`src/cps_regs.vh`:
```
// Register map, field positions and timing constants of the protection supervisor.
// Assumes a 200 MHz core clock and a 32-bit Avalon-MM slave with word addresses.
`ifndef CPS_REGS_VH
`define CPS_REGS_VH

// Word addresses (byte address / 4)
`define CPS_ADDR_CTRL     4'h0
`define CPS_ADDR_PEN      4'h1
`define CPS_ADDR_FLAG     4'h2
`define CPS_ADDR_STAT     4'h3
`define CPS_ADDR_IBATSC   4'h4
`define CPS_ADDR_THRESH   4'h5
`define CPS_ADDR_DMCFG    4'h6
`define CPS_ADDR_UCPTO    4'h7
`define CPS_ADDR_VDRDG    4'h8

// Control register fields
`define CPS_CTRL_CHG      0
`define CPS_CTRL_CONV     1
`define CPS_CTRL_SWDIS    2
`define CPS_CTRL_VBUSCONV 3
`define CPS_CTRL_VOUTCONV 4

// Minus-line config fields (thermistor select sits at bit 6)
`define CPS_DM_DIS        0
`define CPS_DM_TSSEL      6

// Protection indices, 14 functions
`define CPS_P_ACOV        0
`define CPS_P_INOV        1
`define CPS_P_BATOV       2
`define CPS_P_OUTOV       3
`define CPS_P_INOC        4
`define CPS_P_INOCF       5
`define CPS_P_INUC        6
`define CPS_P_BATOC       7
`define CPS_P_DIEOT       8
`define CPS_P_DROV        9
`define CPS_P_CFLY        10
`define CPS_P_TSOT        11
`define CPS_P_RLOW        12
`define CPS_P_RHIGH       13
`define CPS_NPROT         14

// Reset values
`define CPS_PEN_RST       14'h3fff
`define CPS_IBATSC_RST    2'h0
`define CPS_UCPTO_RST     16'h1130
`define CPS_VDRDG_RST     16'h0640

// Timing figures in ns and cycle counts at 5 ns
`define CPS_CLK_NS        5
`define CPS_T3US_NS       3000
`define CPS_T50US_NS      50000
`define CPS_T3US_CYC      (`CPS_T3US_NS / `CPS_CLK_NS)
`define CPS_T50US_CYC     (`CPS_T50US_NS / `CPS_CLK_NS)

`endif

```
`src/cps_supervisor.v`:
```
// Charger protection supervisor: fourteen protection functions over comparator
// inputs from the analog front end, with an Avalon-MM register slave.
// Assumes comparator inputs are asynchronous to ref_clk and are synchronised here.
//
// How it works
// - Fourteen protections, most gated by enables
// - Per-function enable bit disables only that
// - Adapter OV trips gate off, clears charge
// - Gate on only after presence qualified
// - Gate off after REACT_CYC reaction cycles; OFF_CYC is not used
// - Input OV above undervoltage, no deglitch
// - Battery OV after 3us deglitch
// - Output OV fixed level, 3us deglitch
// - Input OC after 50us, charge only
// - Fast input OC, no deglitch
// - Battery OC after 50us, charge only
// - Battery current scale is register selectable
// - Undercurrent arms rise level, starts timer
// - Timeout arms fall level; below fall trips
// - Die overtemp after 3us deglitch
// - Flying cap short aborts soft start
// - Dropout OV after programmable deglitch
// - Thermistor OT needs select and line on
// - Ratio out of window blocks charge start
// - Ratio checks off after charging starts
// - Event sets flag, read clears, one pulse
//
// The register offsets and the Avalon-MM interface to the registers were chosen for this implementation.
`timescale 1ns/1ps
`default_nettype none
`include "cps_regs.vh"

module cps_supervisor #(
  parameter PRES_CYC  = 20000,              // Presence qualification cycles
  parameter REACT_CYC = 1,                  // Adapter OV reaction cycles
  parameter OFF_CYC   = 1                   // Adapter OV turn-off cycles
) (
  // Clock and reset
  input  wire        ref_clk,
  input  wire        reset_n,
  // Avalon-MM slave
  input  wire [3:0]  address,
  input  wire        read,
  input  wire        write,
  input  wire [31:0] writedata,
  output wire [31:0] readdata,
  output wire        waitrequest,
  // Comparator inputs from analog front end
  input  wire        supplyOk,              // Supply above undervoltage
  input  wire        adapterPresent,        // Adapter above presence level
  input  wire        adapterOvCmp,          // Adapter at or above trip
  input  wire        adapterOvRel,          // Adapter below trip minus hysteresis
  input  wire        inputOvCmp,
  input  wire        batteryOvCmp,
  input  wire        outputOvCmp,
  input  wire        inputOcCmp,
  input  wire        inputFastOcCmp,
  input  wire [3:0]  batteryOcCmp,          // One comparator per scale setting
  input  wire        dieOtCmp,
  input  wire        dropoutOvCmp,
  input  wire        capShortCmp,           // Phase resistance at or below limit
  input  wire        thermOtCmp,
  input  wire        ratioLowCmp,
  input  wire        ratioHighCmp,
  input  wire        ucpAboveRise,          // Input current above rise level
  input  wire        ucpBelowFall,          // Input current below fall level
  input  wire        softStartActive,       // Converter in soft start
  input  wire        switching,             // Converter has started switching
  // Outputs
  output reg         extGateDrive,
  output wire        chargeEnable,
  output wire        conversionEnable,
  output reg         intPulse
);

  // Synchroniser stages for all asynchronous comparator inputs
  localparam NS = 23;
  wire [NS-1:0] rawIn = {switching, softStartActive, ucpBelowFall, ucpAboveRise,
                         ratioHighCmp, ratioLowCmp, thermOtCmp, capShortCmp,
                         dropoutOvCmp, dieOtCmp, batteryOcCmp, inputFastOcCmp,
                         inputOcCmp, outputOvCmp, batteryOvCmp, inputOvCmp,
                         adapterOvRel, adapterOvCmp, adapterPresent, supplyOk};
  reg  [NS-1:0] syncA_q;                    // First stage, read only by second
  reg  [NS-1:0] sync_q;                     // Second stage, safe to use

  always @(posedge ref_clk or negedge reset_n) begin
    if (!reset_n) begin
      syncA_q <= {NS{1'b0}};
      sync_q  <= {NS{1'b0}};
    end else begin
      syncA_q <= rawIn;
      sync_q  <= syncA_q;
    end
  end

  // Named views of synchronised inputs
  wire sOk    = sync_q[0];
  wire sPres  = sync_q[1];
  wire sAcOv  = sync_q[2];
  wire sAcRel = sync_q[3];
  wire sInOv  = sync_q[4];
  wire sBatOv = sync_q[5];
  wire sOutOv = sync_q[6];
  wire sInOc  = sync_q[7];
  wire sInOcF = sync_q[8];
  wire [3:0] sBatOc = sync_q[12:9];
  wire sDieOt = sync_q[13];
  wire sDrOv  = sync_q[14];
  wire sCap   = sync_q[15];
  wire sTsOt  = sync_q[16];
  wire sRLow  = sync_q[17];
  wire sRHigh = sync_q[18];
  wire sUcpR  = sync_q[19];
  wire sUcpF  = sync_q[20];
  wire sSoft  = sync_q[21];
  wire sSw    = sync_q[22];

  // Software registers
  reg  [4:0]  ctrl_q;                       // Enables, switch disable, conversions
  reg  [13:0] pen_q;                        // Per-protection enables
  reg  [13:0] flag_q;                       // Sticky event flags
  reg  [1:0]  ibatSc_q;                     // Battery current scale select
  reg  [6:0]  dmCfg_q;                      // Minus-line config
  reg  [15:0] ucpTo_q;                      // Undercurrent arm timeout, cycles
  reg  [15:0] vdrDg_q;                      // Dropout deglitch, cycles
  reg  [31:0] rdata_q;                      // Registered read data
  reg         ack_q;                        // One wait state then ack

  wire chgEn  = ctrl_q[`CPS_CTRL_CHG];
  wire convEn = ctrl_q[`CPS_CTRL_CONV];
  wire anyEn  = chgEn | convEn;
  assign chargeEnable     = chgEn;
  assign conversionEnable = convEn;

  // Deglitch counters restart when the condition drops
  localparam CW = 16;
  function [CW-1:0] dgNext;
    input          cond;
    input [CW-1:0] cnt;
    input [CW-1:0] lim;
    begin
      if (!cond)
        dgNext = {CW{1'b0}};
      else if (cnt < lim)
        dgNext = cnt + 1'b1;
      else
        dgNext = cnt;
    end
  endfunction

  // Raw trip conditions, each gated by its own enable and condition
  reg  [13:0] cond;
  wire        batOcSel = sBatOc[ibatSc_q];
  reg         ucpArmed_q;                   // Fall level armed
  reg         ucpRun_q;                     // Arm timer running
  reg  [15:0] ucpCnt_q;
  reg         started_q;                    // Charging successfully started
  wire        ratioOn  = (chgEn | convEn) & ~started_q;
  wire        ratioCh  = ctrl_q[`CPS_CTRL_VBUSCONV] & ctrl_q[`CPS_CTRL_VOUTCONV];

  always @* begin
    cond                  = 14'h0000;
    cond[`CPS_P_ACOV]     = sPres & ~ctrl_q[`CPS_CTRL_SWDIS] & sAcOv;
    cond[`CPS_P_INOV]     = sOk & sInOv;
    cond[`CPS_P_BATOV]    = anyEn & sBatOv;
    cond[`CPS_P_OUTOV]    = anyEn & sOutOv;
    cond[`CPS_P_INOC]     = chgEn & sInOc;
    cond[`CPS_P_INOCF]    = chgEn & sInOcF;
    cond[`CPS_P_INUC]     = chgEn & ucpArmed_q & sUcpF;
    cond[`CPS_P_BATOC]    = chgEn & batOcSel;
    cond[`CPS_P_DIEOT]    = anyEn & sDieOt;
    cond[`CPS_P_DROV]     = chgEn & sDrOv;
    cond[`CPS_P_CFLY]     = chgEn & sSoft & ~started_q & sCap;
    cond[`CPS_P_TSOT]     = anyEn & ~dmCfg_q[`CPS_DM_DIS]
                            & dmCfg_q[`CPS_DM_TSSEL] & sTsOt;
    cond[`CPS_P_RLOW]     = ratioOn & ratioCh & sRLow;
    cond[`CPS_P_RHIGH]    = ratioOn & ratioCh & sRHigh;
    cond                  = cond & pen_q;
  end

  // Deglitch counters for the timed functions
  reg [CW-1:0] dBat_q, dOut_q, dInOc_q, dBatOc_q, dDie_q, dDr_q;
  localparam integer  L3I   = `CPS_T3US_CYC;   // Cycle counts, cut to counter width
  localparam integer  L50I  = `CPS_T50US_CYC;
  localparam [CW-1:0] L3US  = L3I[CW-1:0];
  localparam [CW-1:0] L50US = L50I[CW-1:0];

  always @(posedge ref_clk or negedge reset_n) begin
    if (!reset_n) begin
      dBat_q   <= {CW{1'b0}};
      dOut_q   <= {CW{1'b0}};
      dInOc_q  <= {CW{1'b0}};
      dBatOc_q <= {CW{1'b0}};
      dDie_q   <= {CW{1'b0}};
      dDr_q    <= {CW{1'b0}};
    end else begin
      dBat_q   <= dgNext(cond[`CPS_P_BATOV], dBat_q, L3US);
      dOut_q   <= dgNext(cond[`CPS_P_OUTOV], dOut_q, L3US);
      dInOc_q  <= dgNext(cond[`CPS_P_INOC], dInOc_q, L50US);
      dBatOc_q <= dgNext(cond[`CPS_P_BATOC], dBatOc_q, L50US);
      dDie_q   <= dgNext(cond[`CPS_P_DIEOT], dDie_q, L3US);
      dDr_q    <= dgNext(cond[`CPS_P_DROV], dDr_q, vdrDg_q);
    end
  end

  // Qualified trips; untimed functions act at once
  wire [13:0] trip;
  assign trip[`CPS_P_ACOV]  = cond[`CPS_P_ACOV];
  assign trip[`CPS_P_INOV]  = cond[`CPS_P_INOV];
  assign trip[`CPS_P_BATOV] = cond[`CPS_P_BATOV] & (dBat_q >= L3US);
  assign trip[`CPS_P_OUTOV] = cond[`CPS_P_OUTOV] & (dOut_q >= L3US);
  assign trip[`CPS_P_INOC]  = cond[`CPS_P_INOC] & (dInOc_q >= L50US);
  assign trip[`CPS_P_INOCF] = cond[`CPS_P_INOCF];
  assign trip[`CPS_P_INUC]  = cond[`CPS_P_INUC];
  assign trip[`CPS_P_BATOC] = cond[`CPS_P_BATOC] & (dBatOc_q >= L50US);
  assign trip[`CPS_P_DIEOT] = cond[`CPS_P_DIEOT] & (dDie_q >= L3US);
  assign trip[`CPS_P_DROV]  = cond[`CPS_P_DROV] & (dDr_q >= vdrDg_q);
  assign trip[13:10]        = cond[13:10];

  // Undercurrent arming: rise level and timer first, then fall level
  always @(posedge ref_clk or negedge reset_n) begin
    if (!reset_n) begin
      ucpArmed_q <= 1'b0;
      ucpRun_q   <= 1'b0;
      ucpCnt_q   <= 16'h0000;
    end else if (!chgEn) begin
      ucpArmed_q <= 1'b0;                   // Rearm on next charge start
      ucpRun_q   <= 1'b1;
      ucpCnt_q   <= 16'h0000;
    end else if (ucpRun_q) begin
      if (sUcpR) begin
        ucpRun_q   <= 1'b0;
        ucpArmed_q <= 1'b1;
      end else if (ucpCnt_q >= ucpTo_q) begin
        ucpRun_q   <= 1'b0;
        ucpArmed_q <= 1'b1;
      end else begin
        ucpCnt_q <= ucpCnt_q + 16'h0001;
      end
    end
  end

  // Start tracking: ratio and cap checks end once switching runs with soft start over
  always @(posedge ref_clk or negedge reset_n) begin
    if (!reset_n)
      started_q <= 1'b0;
    else if (!chgEn)
      started_q <= 1'b0;
    else if (sSw & ~sSoft)
      started_q <= 1'b1;
  end

  // Gate state machine, one-hot
  localparam [3:0] G_OFF = 4'h1, G_QUAL = 4'h2, G_ON = 4'h4, G_TRIP = 4'h8;
  reg [3:0]  gst_q;
  reg [15:0] gcnt_q;
  reg        acLatched_q;                   // Adapter OV held until hysteresis

  always @(posedge ref_clk or negedge reset_n) begin
    if (!reset_n) begin
      gst_q        <= G_OFF;
      gcnt_q       <= 16'h0000;
      extGateDrive <= 1'b0;
      acLatched_q  <= 1'b0;
    end else begin
      if (trip[`CPS_P_ACOV])
        acLatched_q <= 1'b1;
      else if (sAcRel)
        acLatched_q <= 1'b0;
      case (gst_q)
        G_OFF: begin
          extGateDrive <= 1'b0;
          gcnt_q       <= 16'h0000;
          if (sPres & ~ctrl_q[`CPS_CTRL_SWDIS] & ~acLatched_q)
            gst_q <= G_QUAL;
        end
        G_QUAL: begin
          if (!sPres || ctrl_q[`CPS_CTRL_SWDIS] || acLatched_q) begin
            gst_q <= G_OFF;
          end else if (gcnt_q >= PRES_CYC[15:0] - 16'h0001) begin
            gst_q        <= G_ON;
            extGateDrive <= 1'b1;
          end else begin
            gcnt_q <= gcnt_q + 16'h0001;
          end
        end
        G_ON: begin
          gcnt_q <= 16'h0000;
          if (trip[`CPS_P_ACOV])
            gst_q <= G_TRIP;
          else if (!sPres || ctrl_q[`CPS_CTRL_SWDIS]) begin
            gst_q        <= G_OFF;
            extGateDrive <= 1'b0;
          end
        end
        G_TRIP: begin
          if (gcnt_q >= REACT_CYC[15:0] - 16'h0001) begin
            extGateDrive <= 1'b0;
            gst_q        <= G_OFF;
          end else begin
            gcnt_q <= gcnt_q + 16'h0001;
          end
        end
        default: begin
          gst_q        <= G_OFF;
          extGateDrive <= 1'b0;
        end
      endcase
    end
  end

  // Avalon slave: one wait state, read data registered
  wire acc     = (read | write) & ~ack_q;
  wire wrTake  = write & ack_q;
  wire rdTake  = read & ack_q;
  assign waitrequest = (read | write) & ~ack_q;
  assign readdata    = rdata_q;

  function [31:0] rdMux;
    input [3:0] a;
    begin
      case (a)
        `CPS_ADDR_CTRL:   rdMux = {27'h0, ctrl_q};
        `CPS_ADDR_PEN:    rdMux = {18'h0, pen_q};
        `CPS_ADDR_FLAG:   rdMux = {18'h0, flag_q};
        `CPS_ADDR_STAT:   rdMux = {26'h0, started_q, ucpArmed_q, gst_q == G_TRIP,
                                   acLatched_q, extGateDrive, sOk};
        `CPS_ADDR_IBATSC: rdMux = {30'h0, ibatSc_q};
        `CPS_ADDR_DMCFG:  rdMux = {25'h0, dmCfg_q};
        `CPS_ADDR_UCPTO:  rdMux = {16'h0, ucpTo_q};
        `CPS_ADDR_VDRDG:  rdMux = {16'h0, vdrDg_q};
        default:          rdMux = 32'h0000_0000;
      endcase
    end
  endfunction

  // Register writes, flags and charge-enable clearing
  wire anyTrip = |trip;
  wire flagRd  = rdTake & (address == `CPS_ADDR_FLAG);

  always @(posedge ref_clk or negedge reset_n) begin
    if (!reset_n) begin
      ctrl_q   <= 5'h00;
      pen_q    <= `CPS_PEN_RST;
      flag_q   <= 14'h0000;
      ibatSc_q <= `CPS_IBATSC_RST;
      dmCfg_q  <= 7'h00;
      ucpTo_q  <= `CPS_UCPTO_RST;
      vdrDg_q  <= `CPS_VDRDG_RST;
      rdata_q  <= 32'h0000_0000;
      ack_q    <= 1'b0;
      intPulse <= 1'b0;
    end else begin
      ack_q <= acc;
      if (acc && read)
        rdata_q <= rdMux(address);
      if (wrTake) begin
        case (address)
          `CPS_ADDR_CTRL:   ctrl_q   <= writedata[4:0];
          `CPS_ADDR_PEN:    pen_q    <= writedata[13:0];
          `CPS_ADDR_IBATSC: ibatSc_q <= writedata[1:0];
          `CPS_ADDR_DMCFG:  dmCfg_q  <= writedata[6:0];
          `CPS_ADDR_UCPTO:  ucpTo_q  <= writedata[15:0];
          `CPS_ADDR_VDRDG:  vdrDg_q  <= writedata[15:0];
          default: ;
        endcase
      end
      // A trip wins over a software write of charge enable
      if (anyTrip)
        ctrl_q[`CPS_CTRL_CHG] <= 1'b0;
      // Read clears only bits returned; a later event is kept
      flag_q   <= (flagRd ? flag_q & ~rdata_q[13:0] : flag_q) | trip;
      intPulse <= |(trip & ~flag_q);
    end
  end

endmodule
`default_nettype wire
```
`config.mk`:
```
export PLATFORM = sky130hd
export DESIGN_NAME = cps_supervisor
export DESIGN_NICKNAME = d
export VERILOG_FILES = /design/src/cps_supervisor.v
export VERILOG_INCLUDE_DIRS = /design/src /design/src/src
export SDC_FILE = /design/constraint.sdc
export NUM_CORES = 1
export LEC_CHECK = 0
export BUFFER_PORTS_ARGS = -buffer_cell sky130_fd_sc_hd__buf_2
export CAP_MARGIN = 5
export CORE_MARGIN = 4
export CORE_UTILIZATION = 65
export DETAILED_ROUTE_END_ITERATION = 10
export PLACE_DENSITY_LB_ADDON = 0.2
export SLEW_MARGIN = 20
export SYNTH_ARGS = -nofsm -noshare
export SYNTH_HDL_FRONTEND = slang
export SYNTH_SLANG_ARGS = --single-unit
export TNS_END_PERCENT = 10
```
`constraint.sdc`:
```
create_clock -name ref_clk -period 4.6 [get_ports ref_clk]
set_input_delay 0 -clock ref_clk [delete_from_list [all_inputs] [get_ports ref_clk]]
set_output_delay 0 -clock ref_clk [all_outputs]
set_load 0.02 [all_outputs]
```
==> summary.md <==
| Metric | Value |
|---|---|
| Setup slack, reg-to-reg | 1.55 ns |
| Clk_lat worst skew | 0.54 ns |
| Crit share post-route | 0.663 |
| Setup Crit Path Kind | reg2reg |
| Root buf cell | clkbuf_16 |
| Starting DRC count in detailed routing | 821 |
| Relative slew margins | 0.230 |
| Distinct cells, synth | 69 |
| Layout Utilization | 0.762 |
| P&R area growth vs syn | 15.3% |
| RR Endpoint | ucpCnt_q[5]$_DFFE_PN0P_ |
| Largest cells by area after synthesis | dfrtp_1 49%, dfstp_2 4.5%, ha_1 4.4% |
| GPL Wtd Cong | 0.930 |
| Vias per std cell | 5.98 |
| Global-route layer with the greatest usage | met2 |
| Die H | 149 um |
| Die Wd | 149 um |
| Register area share after synthesis | 0.535 |
| Final Max Slew Viols | 0 |
| Fmax | 0.328 GHz |
| Status | finished, final reports clean |
| Period minus WS final | 3.05 ns |
| RSZ-0062 raised after global routing | no |
| Count of input and output buffers | 67 |
| Hold Path End | readdata[6]$_DFFE_PN0P_ |
| Via count | 9844 |
| Critical Path RT | 5.07 ns |
| Vias in the first global route | 10.1k |
| Wire per inst | 18.6 um |
| Global route overflow | 0 |
| Power Density | 397 nW/um^2 |
| Count of cells along the worst hold path | 4 |
| Met3 Resource Use GR | 0.0401 |
| HPWL Detailed | 20.0 mm |
| Total negative setup slack | 0 ns |
| Total clock sinks | 275 |
| Layout cells sized above 1 | 0.136 |
| FFs w/ async S/R, synth | 1.00 |
| Cts repair resizes | 0 |
| Mapped Area | 12900 um^2 |
| #FFs+latches synth | 275 |
| Clk_skew | 0.00927 ns |
| Avg Inst Size Synth | 10.4 um^2 |
| Dominant synthesized flop cell | dfrtp_1 |
| # diodes | 0 |
| All-Layer GR Usage | 0.283 |
| Effective utilization at floorplan | 0.661 |
| Hold path start | address[0] |
| Final wirelength | 30.5 mm |
| Hold WS | 0.0762 ns |
| DR DRC count | 0 |
| First-pass GRT wire length | 51.1 mm |
| Fillers | 1374 |
| Clk pin slew, worst setup/hold paths | 0.06 ns |
| Register area | 6910 um^2 |
| Fin. Hold Viols | 0 |
| Antenna violations before repair | 0 |
| Share of the synthesized area in the top cell type | 0.490 |
| Footprint of the multi-input gates | 5600 um^2 |
| Pin count of the biggest net entering global routing | 141 |
| CP Max Fanout | 11 |
| Crit. End Element | register |
| MaxCap Viol Count | 0 |
| # IOs | 100 |
| Syn Inst Count | 1246 |
| Core area | 19500 um^2 |
| Top post-synthesis cells by count | 253 x dfrtp_1, 140 x nand2_1, 126 x nor2_1 |
| Most frequent cell after synthesis | dfrtp_1 |
| ANT nets after route | 0 |
| Worst r2r src | ucpTo_q[12]$_DFFE_PN1P_ |
| Max VDD drop | 0.400 mV |
| Cell accounting for the most synthesized area | dfrtp_1 |
| P_leak | 6.82 nW |
| Slew at the pin closest to its max-slew limit | 1.15 ns |
| EDFF count, synth | 0 |
| Cts bufs inserted | 28 |
| Clock Path Buffers | 3 |
| M1 GR Usage | 0.387 |
| Layout net count | 1467 |
| Worst EP arrival | 3.52 ns |
| Die area | 22200 um^2 |
| Met2 Use GR | 0.474 |
| Yosys warning total | 0 |
| Num rows | 51 |
| Final setup viols | 0 |
| Worst setup SP type | register |
| CTS tree | yes |
| FF-to-FF path depth | 8 |
| Hold WC Path Type | in2reg |
| Pre-antenna DRT Iters | 7 |
| H-tree levels | 1 |
[report_power, final]
part	switching, mW	leakage (nW)	internal (mW)
logic	0.482	2.84	0.298
clock network	0.942	0.455	1.35
registers	0.176	3.53	2.66
[cell families (layout without fill, tap and decap cells)]
logic type                 after synthesis  count (layout)  share of synthesized area
xor gates and xnor gates                75              75                     0.0509
AOI/OAI and AO/OA                      198             198                      0.104
and+or+nand+nor                        496             496                      0.188
muxes                                   47              47                     0.0404
other                                    1              16                   0.000290
buffers and inverters                  109             228                     0.0371
DFF                                    275             275                      0.535
adders and majority gates               45              45                     0.0436
[area by class of cell]
class,instances,share of cell area
Inverter,53,0.0134
Clock buffer,42,0.0554
Multi-Input combinational cell,877,0.376
Timing Repair Buffer,124,0.0615
Clock inverter,9,0.00681
Tap cell,265,0.0223
Sequential cell,275,0.464
[worst max-delay path, stage by stage (launching register included)]
cell and delay, ns:
dfstp_2 0.53, inv_1 0.05, ha_1 0.29, and4_1 0.20
a211oi_1 0.32, nand4b_1 0.29, a21oi_1 0.79, and3_1 0.30
mux2i_1 0.19
[state kept, by name, summed over array words and instances, names as in the netlist, 2 cells and up]
name	flops
flag_q	14
gcnt_q	16
sync_q	23
ucpCnt_q	16
dInOc_q	16
dBat_q	16
syncA_q	23
dOut_q	16
dBatOc_q	16
ctrl_q	5
gst_q	4
pen_q	14
dDie_q	16
dDr_q	16
ibatSc_q	2
ucpTo_q	16
readdata	16
dmCfg_q	7
vdrDg_q	16
[worst max path at each step]
stage / to / start
after global routing: ucpCnt_q[15]$_DFFE_PN0P_ / ucpCnt_q[0]$_DFFE_PN0P_
after CTS: ucpCnt_q[5]$_DFFE_PN0P_ / ucpTo_q[12]$_DFFE_PN1P_
after detailed placement: ucpCnt_q[11]$_DFFE_PN0P_ / ucpTo_q[12]$_DFFE_PN1P_
after global placement: ucpCnt_q[5]$_DFFE_PN0P_ / ucpCnt_q[0]$_DFFE_PN0P_
final: ucpCnt_q[5]$_DFFE_PN0P_ / ucpTo_q[12]$_DFFE_PN1P_
after floorplan: ucpCnt_q[11]$_DFFE_PN0P_ / ucpTo_q[12]$_DFFE_PN1P_
[routing by layer]
metal | vias to the layer above | share of wire
met5 | - | 0
met4 | 0 | 0.032
met3 | 88 | 0.051
met2 | 295 | 0.49
met1 | 4885 | 0.42
li1 | 4576 | -
[cell usage in the layout, fill, tap and decap left out, types with 6 or more instances in the layout]
master,Yosys,routed
a2111oi_0,6,6
a211oi_1,9,9
a21o_1,13,13
a21oi_1,29,29
a221oi_1,9,9
a22o_1,12,12
a22oi_1,8,8
a31oi_1,13,13
and2_1,25,25
and3_1,34,34
and4_1,10,10
buf_2,2,66
buf_4,16,11
clkbuf_1,37,8
clkbuf_16,0,29
conb_1,1,16
dfrtp_1,253,253
dfstp_2,22,22
dlygate4sd3_1,0,44
ha_1,45,45
inv_1,52,52
mux2_2,31,31
mux2i_1,15,15
nand2_1,140,140
nand2b_1,21,21
nand3_1,44,44
nand4_1,30,30
nor2_1,126,126
nor2b_1,7,6
nor3_1,18,17
nor4_1,14,14
o21ai_0,58,58
xnor2_1,38,38
xor2_1,37,37
[stage by stage]
stage	std cells	worst slack (ns)	instance area (um^2)	total power, mW
final	1645	1.55	14900	5.90
after global routing	1645	1.35	14900	6.14
after CTS	1643	1.62	14800	5.92
after detailed placement	1549	1.65	13500	3.60
after global placement	1549	1.73	13500	3.56
after floorplan	1261	2.22	13000	3.31
[repair_timing]
item / CTS / global route
setup endpoints to repair: 0 / 0
hold buffers: 43 / 1
buffers inserted: 0 / 0
endpoints found under the hold margin: 217 / 46
No activity file was read; power rests on OpenSTA's default activity.
